## src/inc/cdcfm_pkg.sv

```systemverilog
package cdcfm_pkg;

    // ****************************************************************
    // Register map
    // ****************************************************************
    localparam logic [7:0] ADDR_STATUS = 8'h00;
    localparam logic [7:0] ADDR_EXCITATION_SETUP_REG = 8'h09;
    localparam logic [7:0] ADDR_CONV_SETUP = 8'h0a;
    localparam logic [7:0] RST_EXCITATION_SETUP_REG = 8'h03;
    localparam logic [7:0] RST_CONV_SETUP = 8'ha0;

    // ****************************************************************
    // Field positions
    // ****************************************************************
    localparam int VTF_HI = 7;
    localparam int VTF_LO = 6;
    localparam int CAPF_HI = 5;
    localparam int CAPF_LO = 3;
    localparam int MODE_HI = 2;
    localparam int MODE_LO = 0;
    localparam int CLK_HALVING_BIT = 7;
    localparam int STAT_CAP_BUSY_BIT = 0;
    localparam int STAT_VT_BUSY_BIT = 1;
    localparam int STAT_PENDING_BIT = 2;

    // ****************************************************************
    // Timing
    // ****************************************************************
    localparam int CLK_FREQ_HZ = 100000000;
    // Conversion times are held in tenths of a millisecond.
    localparam int TENTHS_PER_SEC = 10000;
    localparam int CYC_PER_TENTH_MS = CLK_FREQ_HZ / TENTHS_PER_SEC;
    localparam int MOD_DIV = 4;
    localparam int TENTHS_W = 12;

    // ****************************************************************
    // Modes
    // ****************************************************************
    typedef enum logic [2:0] {
        CDCFM_IDLE = 3'b000,
        CDCFM_CONT = 3'b001,
        CDCFM_SINGLE = 3'b010,
        CDCFM_PWRDN = 3'b011,
        CDCFM_RSVD = 3'b100,
        CDCFM_CAP_OFFS_CAL = 3'b101,
        CDCFM_GAIN_CAL = 3'b110,
        CDCFM_RSVD2 = 3'b111
    } cdcfm_mode_t;

    // Voltage/temperature conversion times, chopping on, normal clock.
    localparam logic [TENTHS_W-1:0] VT_T0 = 12'd201;
    localparam logic [TENTHS_W-1:0] VT_T1 = 12'd321;
    localparam logic [TENTHS_W-1:0] VT_T2 = 12'd621;
    localparam logic [TENTHS_W-1:0] VT_T3 = 12'd1221;
    // Capacitance conversion times, chopping off, normal clock.
    localparam logic [TENTHS_W-1:0] CAP_T0 = 12'd110;
    localparam logic [TENTHS_W-1:0] CAP_T1 = 12'd119;
    localparam logic [TENTHS_W-1:0] CAP_T2 = 12'd200;
    localparam logic [TENTHS_W-1:0] CAP_T3 = 12'd380;
    localparam logic [TENTHS_W-1:0] CAP_T4 = 12'd620;
    localparam logic [TENTHS_W-1:0] CAP_T5 = 12'd770;
    localparam logic [TENTHS_W-1:0] CAP_T6 = 12'd920;
    localparam logic [TENTHS_W-1:0] CAP_T7 = 12'd1096;

    function automatic logic [TENTHS_W-1:0] vt_tenths(input logic [1:0] code);
        unique case (code)
            2'h0: vt_tenths = VT_T0;
            2'h1: vt_tenths = VT_T1;
            2'h2: vt_tenths = VT_T2;
            2'h3: vt_tenths = VT_T3;
        endcase
    endfunction : vt_tenths

    function automatic logic [TENTHS_W-1:0] cap_tenths(input logic [2:0] code);
        unique case (code)
            3'h0: cap_tenths = CAP_T0;
            3'h1: cap_tenths = CAP_T1;
            3'h2: cap_tenths = CAP_T2;
            3'h3: cap_tenths = CAP_T3;
            3'h4: cap_tenths = CAP_T4;
            3'h5: cap_tenths = CAP_T5;
            3'h6: cap_tenths = CAP_T6;
            3'h7: cap_tenths = CAP_T7;
        endcase
    endfunction : cap_tenths

endpackage : cdcfm_pkg

```

## src/verilog/cdcfm_conv_timer.sv

```systemverilog
`timescale 1ns/1ps
`default_nettype none

module cdcfm_conv_timer #(
    parameter int CYC_PER_TENTH = cdcfm_pkg::CYC_PER_TENTH_MS,
    parameter int CNT_W = 32
) (
    // Clock and reset
    input wire logic clk_i,
    input wire logic rst_n_i,
    // Control
    input wire logic start_en_i,
    input wire logic [cdcfm_pkg::TENTHS_W-1:0] tenths_i,
    input wire logic halve_i,
    // Status
    output logic busy_o,
    output logic done_o
);
    import cdcfm_pkg::*;

    logic busy_r, busy_nxt;
    logic done_r, done_nxt;
    logic [CNT_W-1:0] cnt_r, cnt_nxt;
    logic [CNT_W-1:0] base_cnt;

    // Settings are sampled only when a conversion starts, so a rewrite of
    // the filter code never stretches or cuts the running conversion.
    assign base_cnt = CNT_W'(tenths_i) * CNT_W'(CYC_PER_TENTH);

    always_comb begin
        busy_nxt = busy_r;
        done_nxt = 1'b0;
        cnt_nxt = cnt_r;
        if (!busy_r) begin
            if (start_en_i) begin
                busy_nxt = 1'b1;
                cnt_nxt = halve_i ? (base_cnt << 1) : base_cnt;
            end
        end else if (cnt_r == CNT_W'(1)) begin
            busy_nxt = 1'b0;
            done_nxt = 1'b1;
        end else begin
            cnt_nxt = cnt_r - CNT_W'(1);
        end
    end

    always_ff @(posedge clk_i) begin
        if (!rst_n_i) begin
            busy_r <= 1'b0;
            done_r <= 1'b0;
            cnt_r <= '0;
        end else begin
            busy_r <= busy_nxt;
            done_r <= done_nxt;
            cnt_r <= cnt_nxt;
        end
    end

    assign busy_o = busy_r;
    assign done_o = done_r;

endmodule : cdcfm_conv_timer

`default_nettype wire

```

## src/verilog/cdcfm_top.sv

```systemverilog
// What this block does
// - The converter setup register sits at address 0x0a and resets to 0xa0.
// - It holds a 2-bit volt/temp filter select in bits 7:6, a 3-bit cap filter in 5:3, mode in 2:0.
// - Volt/temp codes 0..3 give 20.1, 32.1, 62.1 and 122.1 ms conversions.
// - Cap codes 0..5 give 11.0, 11.9, 20.0, 38.0, 62.0 and 77.0 ms conversions.
// - With clock halving set, every selected conversion time is doubled.
// - Clock halving (bit 7 of the excitation register at 0x09) halves excitation and modulator rates.
//
// The address-and-strobe port is this design's own decision.
`timescale 1ns/1ps
`default_nettype none

module cdcfm_top #(
    parameter int CYC_PER_TENTH = cdcfm_pkg::CYC_PER_TENTH_MS,
    parameter int MOD_DIV = cdcfm_pkg::MOD_DIV
) (
    // Clock and reset
    input wire logic clk_i,
    input wire logic rst_n_i,
    // Register port
    input wire logic [7:0] addr_i,
    input wire logic [7:0] wdata_i,
    input wire logic wr_i,
    input wire logic rd_i,
    output logic [7:0] rdata_o,
    // Converter timing
    output logic cap_done_o,
    output logic vt_done_o,
    output logic mod_clk_en_o,
    output logic exc_clk_o,
    output logic [2:0] conv_mode_o
);
    import cdcfm_pkg::*;

    // ****************************************************************
    // Registers
    // ****************************************************************
    logic [7:0] conv_setup_r, conv_setup_nxt;
    logic [7:0] excitation_setup_reg_r, excitation_setup_reg_nxt;
    logic [7:0] rdata_r, rdata_nxt;
    logic cap_pend_r, cap_pend_nxt;
    logic vt_pend_r, vt_pend_nxt;
    logic cap_busy, vt_busy, cap_done, vt_done;
    logic cap_start, vt_start, continuous, one_shot;
    logic clock_halving;
    cdcfm_mode_t mode;

    assign mode = cdcfm_mode_t'(conv_setup_r[MODE_HI:MODE_LO]);
    assign clock_halving = excitation_setup_reg_r[CLK_HALVING_BIT];
    assign continuous = (mode == CDCFM_CONT);

    always_comb begin
        unique case (wdata_i[MODE_HI:MODE_LO])
            CDCFM_SINGLE, CDCFM_CAP_OFFS_CAL, CDCFM_GAIN_CAL: one_shot = 1'b1;
            default: one_shot = 1'b0;
        endcase
    end

    always_comb begin
        conv_setup_nxt = conv_setup_r;
        excitation_setup_reg_nxt = excitation_setup_reg_r;
        cap_pend_nxt = cap_pend_r && !cap_done;
        vt_pend_nxt = vt_pend_r && !vt_done;
        // A one-shot mode falls back to idle once every armed channel finishes.
        if ((cap_pend_r || vt_pend_r) && !cap_pend_nxt && !vt_pend_nxt) begin
            conv_setup_nxt[MODE_HI:MODE_LO] = CDCFM_IDLE;
        end
        // Software writes win over the return to idle.
        if (wr_i && addr_i == ADDR_CONV_SETUP) begin
            conv_setup_nxt = wdata_i;
            cap_pend_nxt = one_shot;
            vt_pend_nxt = one_shot && (wdata_i[MODE_HI:MODE_LO] == CDCFM_SINGLE);
        end
        if (wr_i && addr_i == ADDR_EXCITATION_SETUP_REG) begin
            excitation_setup_reg_nxt = wdata_i;
        end
    end

    always_comb begin
        rdata_nxt = 8'h00;
        if (rd_i) begin
            unique case (addr_i)
                ADDR_CONV_SETUP: rdata_nxt = conv_setup_r;
                ADDR_EXCITATION_SETUP_REG: rdata_nxt = excitation_setup_reg_r;
                ADDR_STATUS: begin
                    rdata_nxt[STAT_CAP_BUSY_BIT] = cap_busy;
                    rdata_nxt[STAT_VT_BUSY_BIT] = vt_busy;
                    rdata_nxt[STAT_PENDING_BIT] = cap_pend_r || vt_pend_r;
                end
                default: rdata_nxt = 8'h00;
            endcase
        end
    end

    always_ff @(posedge clk_i) begin
        if (!rst_n_i) begin
            conv_setup_r <= RST_CONV_SETUP;
            excitation_setup_reg_r <= RST_EXCITATION_SETUP_REG;
            rdata_r <= 8'h00;
            cap_pend_r <= 1'b0;
            vt_pend_r <= 1'b0;
        end else begin
            conv_setup_r <= conv_setup_nxt;
            excitation_setup_reg_r <= excitation_setup_reg_nxt;
            rdata_r <= rdata_nxt;
            cap_pend_r <= cap_pend_nxt;
            vt_pend_r <= vt_pend_nxt;
        end
    end

    // ****************************************************************
    // Conversion timers
    // ****************************************************************
    // The done term blocks a restart in the cycle where the pending flag
    // of a one-shot mode is still being cleared.
    assign cap_start = (continuous || cap_pend_r) && !cap_done;
    assign vt_start = (continuous || vt_pend_r) && !vt_done;

    cdcfm_conv_timer #(
        .CYC_PER_TENTH(CYC_PER_TENTH),
        .CNT_W(32)
    ) u_cap_timer (
        .clk_i(clk_i),
        .rst_n_i(rst_n_i),
        .start_en_i(cap_start),
        .tenths_i(cap_tenths(conv_setup_r[CAPF_HI:CAPF_LO])),
        .halve_i(clock_halving),
        .busy_o(cap_busy),
        .done_o(cap_done)
    );

    cdcfm_conv_timer #(
        .CYC_PER_TENTH(CYC_PER_TENTH),
        .CNT_W(32)
    ) u_vt_timer (
        .clk_i(clk_i),
        .rst_n_i(rst_n_i),
        .start_en_i(vt_start),
        .tenths_i(vt_tenths(conv_setup_r[VTF_HI:VTF_LO])),
        .halve_i(clock_halving),
        .busy_o(vt_busy),
        .done_o(vt_done)
    );

    // ****************************************************************
    // Modulator and excitation rate
    // ****************************************************************
    logic [15:0] div_r, div_nxt;
    logic mod_en_r, mod_en_nxt;
    logic exc_r, exc_nxt;
    logic [15:0] div_last;

    assign div_last = clock_halving ? 16'(2 * MOD_DIV - 1) : 16'(MOD_DIV - 1);

    always_comb begin
        div_nxt = div_r + 16'h0001;
        mod_en_nxt = 1'b0;
        exc_nxt = exc_r;
        if (mode == CDCFM_PWRDN) begin
            div_nxt = 16'h0000;
        end else if (div_r >= div_last) begin
            div_nxt = 16'h0000;
            mod_en_nxt = 1'b1;
            exc_nxt = !exc_r;
        end
    end

    always_ff @(posedge clk_i) begin
        if (!rst_n_i) begin
            div_r <= 16'h0000;
            mod_en_r <= 1'b0;
            exc_r <= 1'b0;
        end else begin
            div_r <= div_nxt;
            mod_en_r <= mod_en_nxt;
            exc_r <= exc_nxt;
        end
    end

    assign rdata_o = rdata_r;
    assign cap_done_o = cap_done;
    assign vt_done_o = vt_done;
    assign mod_clk_en_o = mod_en_r;
    assign exc_clk_o = exc_r;
    assign conv_mode_o = conv_setup_r[MODE_HI:MODE_LO];

endmodule : cdcfm_top

`default_nettype wire

```

## config.mk

```make
export PLATFORM = sky130hd
export DESIGN_NAME = cdcfm_top
export DESIGN_NICKNAME = d
export VERILOG_FILES = /design/src/inc/cdcfm_pkg.sv /design/src/verilog/cdcfm_conv_timer.sv /design/src/verilog/cdcfm_top.sv
export SDC_FILE = /design/constraint.sdc
export NUM_CORES = 1
export LEC_CHECK = 0
export BUFFER_PORTS_ARGS = -buffer_cell sky130_fd_sc_hd__buf_2
export CAP_MARGIN = 20
export CORE_ASPECT_RATIO = 1.4
export CORE_MARGIN = 2
export CORE_UTILIZATION = 45
export CTS_CLUSTER_SIZE = 16
export DETAILED_ROUTE_END_ITERATION = 10
export PLACE_DENSITY = 0.62
export SLEW_MARGIN = 10
export SYNTH_ARGS = -nofsm -noshare
export SYNTH_HDL_FRONTEND = slang
export SYNTH_SLANG_ARGS = --single-unit
```

## constraint.sdc

```tcl
create_clock -name clk_i -period 13.06 [get_ports clk_i]
set_clock_uncertainty 0.05 [all_clocks]
set_input_delay 2.612 -clock clk_i [delete_from_list [all_inputs] [get_ports clk_i]]
set_output_delay 2.612 -clock clk_i [all_outputs]
set_load 0.03 [all_outputs]
```

==> metrics <==
status finished clean; count of cell types in the netlist 80; DR pass1 iterations 6; htree depth 4; post-DP HPWL ~15000 um; chip width approximately 120 um; DIE AREA ~0.020 mm2; Final nets 1179; most frequent cell after synthesis dfxtp_1; FF-to-FF Start u_cap_timer.tenths_i[5]; Reg2Reg Depth 17; CP max FO 6; top cell type's share of synthesized area between 20% and 30%; final hold viol count 0; Overflow after GRT 0; clk_lat worst skew ~430 ps; Finish-stage setup viols 0; Vias about 7400; pwr/cell area 96.61 mW/mm2; Root Buffer clkbuf_16; largest net degree at the start of global routing 58; Routed WL per cell around 16 um; Worst Tran Pin Value about 1100 ps; Synth Flop Type dfxtp_1; total negative slack 0 ps; io pins 35; VDD IR-drop max roughly 0.085 mV; RSZ-0062 raised after global routing no; Hold WS about 400 ps; GP Congestion ~0.83; area added between synthesis and finish 11.29%; Async SR Flop Fraction 0%; largest area contributor in the netlist dfxtp_1; Routed Antenna Nets 0; Commonest cells post-synth dfxtp_1 (122), nand2_1 (102), nor2_1 (95); clk slew on worst S/H paths 70 ps; hold crit path type reg2reg; IO buf count 34; hold depth 2; overall routing resource usage a little over a fifth; CP Launch Type register; max-slew violations 0; Post-Syn Instances approximately 1000; synthesized flop and latch total approximately 120; number of synthesized flops with an enable pin 0; HP Start excitation_setup_reg_r[6]; max-capacitance violation count 0; min cycle time layout roughly 5000 ps; via density per instance approximately 5.6; fraction of layout cells with a size suffix above 1 8.700%; postcts setup bufs 0; Gates resized, CTS repair 0; CTS Hold Bufs 0; Die H about 160 um; Diodes inserted 0; initial core utilization about 46%; synthesized area ~0.0083 mm2; CP arrival about 5300 ps; first-pass GRT wire length between 30000 and 40000 um; DRC 0; Seq/Total Area, Yosys 29.46%; Critical Path RT 13360 ps; CTS buffer count 17; Synth Warn # 0; Synth area leaders dfxtp_1 (29%), ha_1 (13%), a21oi_1 (5.1%), nand2_1 (4.6%), fa_1 (4.6%); post-placement cell area 0.008621 mm2; initial antenna violation count 0; fmax 200.6 MHz; Mean Syn Cell Area ~8.0 um2; 1st-iter DRT viols roughly 470; CTS sink cnt roughly 120; Critical Path Source u_cap_timer.tenths_i[5]; final worst-path cycle share a little under two fifths; core area about 0.018 mm2; Leakage 4.125 nW; vias in the first global route ~7300; normalized max-slew margin between 20% and 30%; final instance area around 0.0092 mm2; FILL cells 1820; crit path capture type register; row count 58; Post-Route WL approximately 21000 um; clock tree buffer depth 2; CP Class reg2reg; CTS tree yes
-- routing by layer --
metal / global-route usage (%) / vias to the layer above / share of wire, %
li1: - / 3698 / -
met1: 23.35 / 3487 / 42
met2: 41.41 / 145 / 53
met3: 4.075 / 45 / 2.8
met4: 10.39 / 0 / 2.8
met5: 0 / - / 0
-- placed cells by master (no fill, tap or decap), types with 5 or more instances in the layout --
| cell type | count |
|---|---|
| nand4_1 | 5 |
| ha_1 | 84 |
| nand2_1 | 102 |
| a31oi_1 | 13 |
| clkbuf_16 | 17 |
| and2_1 | 8 |
| inv_1 | 84 |
| conb_1 | 13 |
| a21oi_1 | 84 |
| and3_1 | 11 |
| fa_1 | 19 |
| xnor2_1 | 13 |
| inv_8 | 5 |
| nor2b_1 | 5 |
| a211oi_1 | 13 |
| nor3_1 | 33 |
| nor4_1 | 18 |
| nand2b_1 | 8 |
| mux2_2 | 5 |
| dfxtp_1 | 120 |
| buf_4 | 7 |
| or3_1 | 13 |
| a21o_1 | 11 |
| o21ai_1 | 15 |
| o22ai_1 | 9 |
| mux2i_1 | 11 |
| nand3b_1 | 8 |
| a22oi_1 | 10 |
| nand3_1 | 34 |
| or4_1 | 5 |
| xor2_1 | 16 |
| buf_2 | 34 |
| o211ai_1 | 6 |
| o21ai_0 | 47 |
| nor2_1 | 95 |
-- path summary, 6_finish.rpt --
path / endpoint / slack [ps]
setup / recovery: u_cap_timer.cnt_r[22] / 8070
hold reg to reg: excitation_setup_reg_r[6] / 400
setup reg to reg: u_cap_timer.cnt_r[22] / 8070
hold / removal: excitation_setup_reg_r[6] / 400
-- critical path: stages (launching register included) --
cell and delay, ps:
dfxtp_1 440, inv_1 200, fa_1 570, inv_1 50
ha_1 270, ha_1 280, ha_1 280, inv_1 50
fa_1 490, inv_1 40, ha_1 350, nand3_1 110
o2111ai_1 190, a31o_2 320, a221o_1 370, a31oi_1 300
mux2_2 370, nor3_1 160
-- logic make-up (layout without fill, tap and decap cells) --
logic type | after synthesis | count (layout) | share of synthesized area (%)
AOI/OAI and AO/OA | 259 | 259 | 19.54
xor gates and xnor gates | 29 | 29 | 3.064
adders and majority gates | 103 | 103 | 17.27
buffers and inverters | 139 | 158 | 6.716
DFF | 122 | 122 | 29.46
muxes | 17 | 17 | 2.143
other | 1 | 13 | 0.04523
and+or+nand+nor | 368 | 368 | 21.76
-- state kept, by name, indices dropped and copies added, names as in the netlist, 8 cells and up --
name	count
u_cap_timer.cnt_r	32
u_vt_timer.cnt_r	32
div_r	16
u_cap_timer.tenths_i	10
conv_setup_r	8
excitation_setup_reg_r	8
rdata_o	8
-- stage by stage --
step / instances / util (%) / total power, mW / setup slack, ps
CTS: 1308 / 51.22 / 0.9030 / 8047
finish: 1309 / 51.27 / 0.8914 / 8074
global route: 1309 / 51.27 / 0.9243 / 7812
detailed placement: 1276 / 47.90 / 0.4303 / 8080
floorplan: 1050 / - / 0.4165 / 8387
global placement: 1276 / 47.90 / 0.4299 / 8108
-- where the power goes --
part	internal, mW	switching (mW)
Combinational	0.0157	0.0295
Clock	0.258	0.212
Sequential	0.375	0.00180
-- area by class of cell --
type | count | area [um2] | area share, %
Clock inverter | 15 | 172.7 | 1.871
Clock buffer | 17 | 425.4 | 4.611
Tap cell | 240 | 300.3 | 3.255
Inverter | 85 | 319.1 | 3.458
Sequential cell | 122 | 2445 | 26.50
Multi-Input combinational cell | 789 | 5341 | 57.89
Timing Repair Buffer | 41 | 222.7 | 2.414
Power figures use the tool's default switching activity.
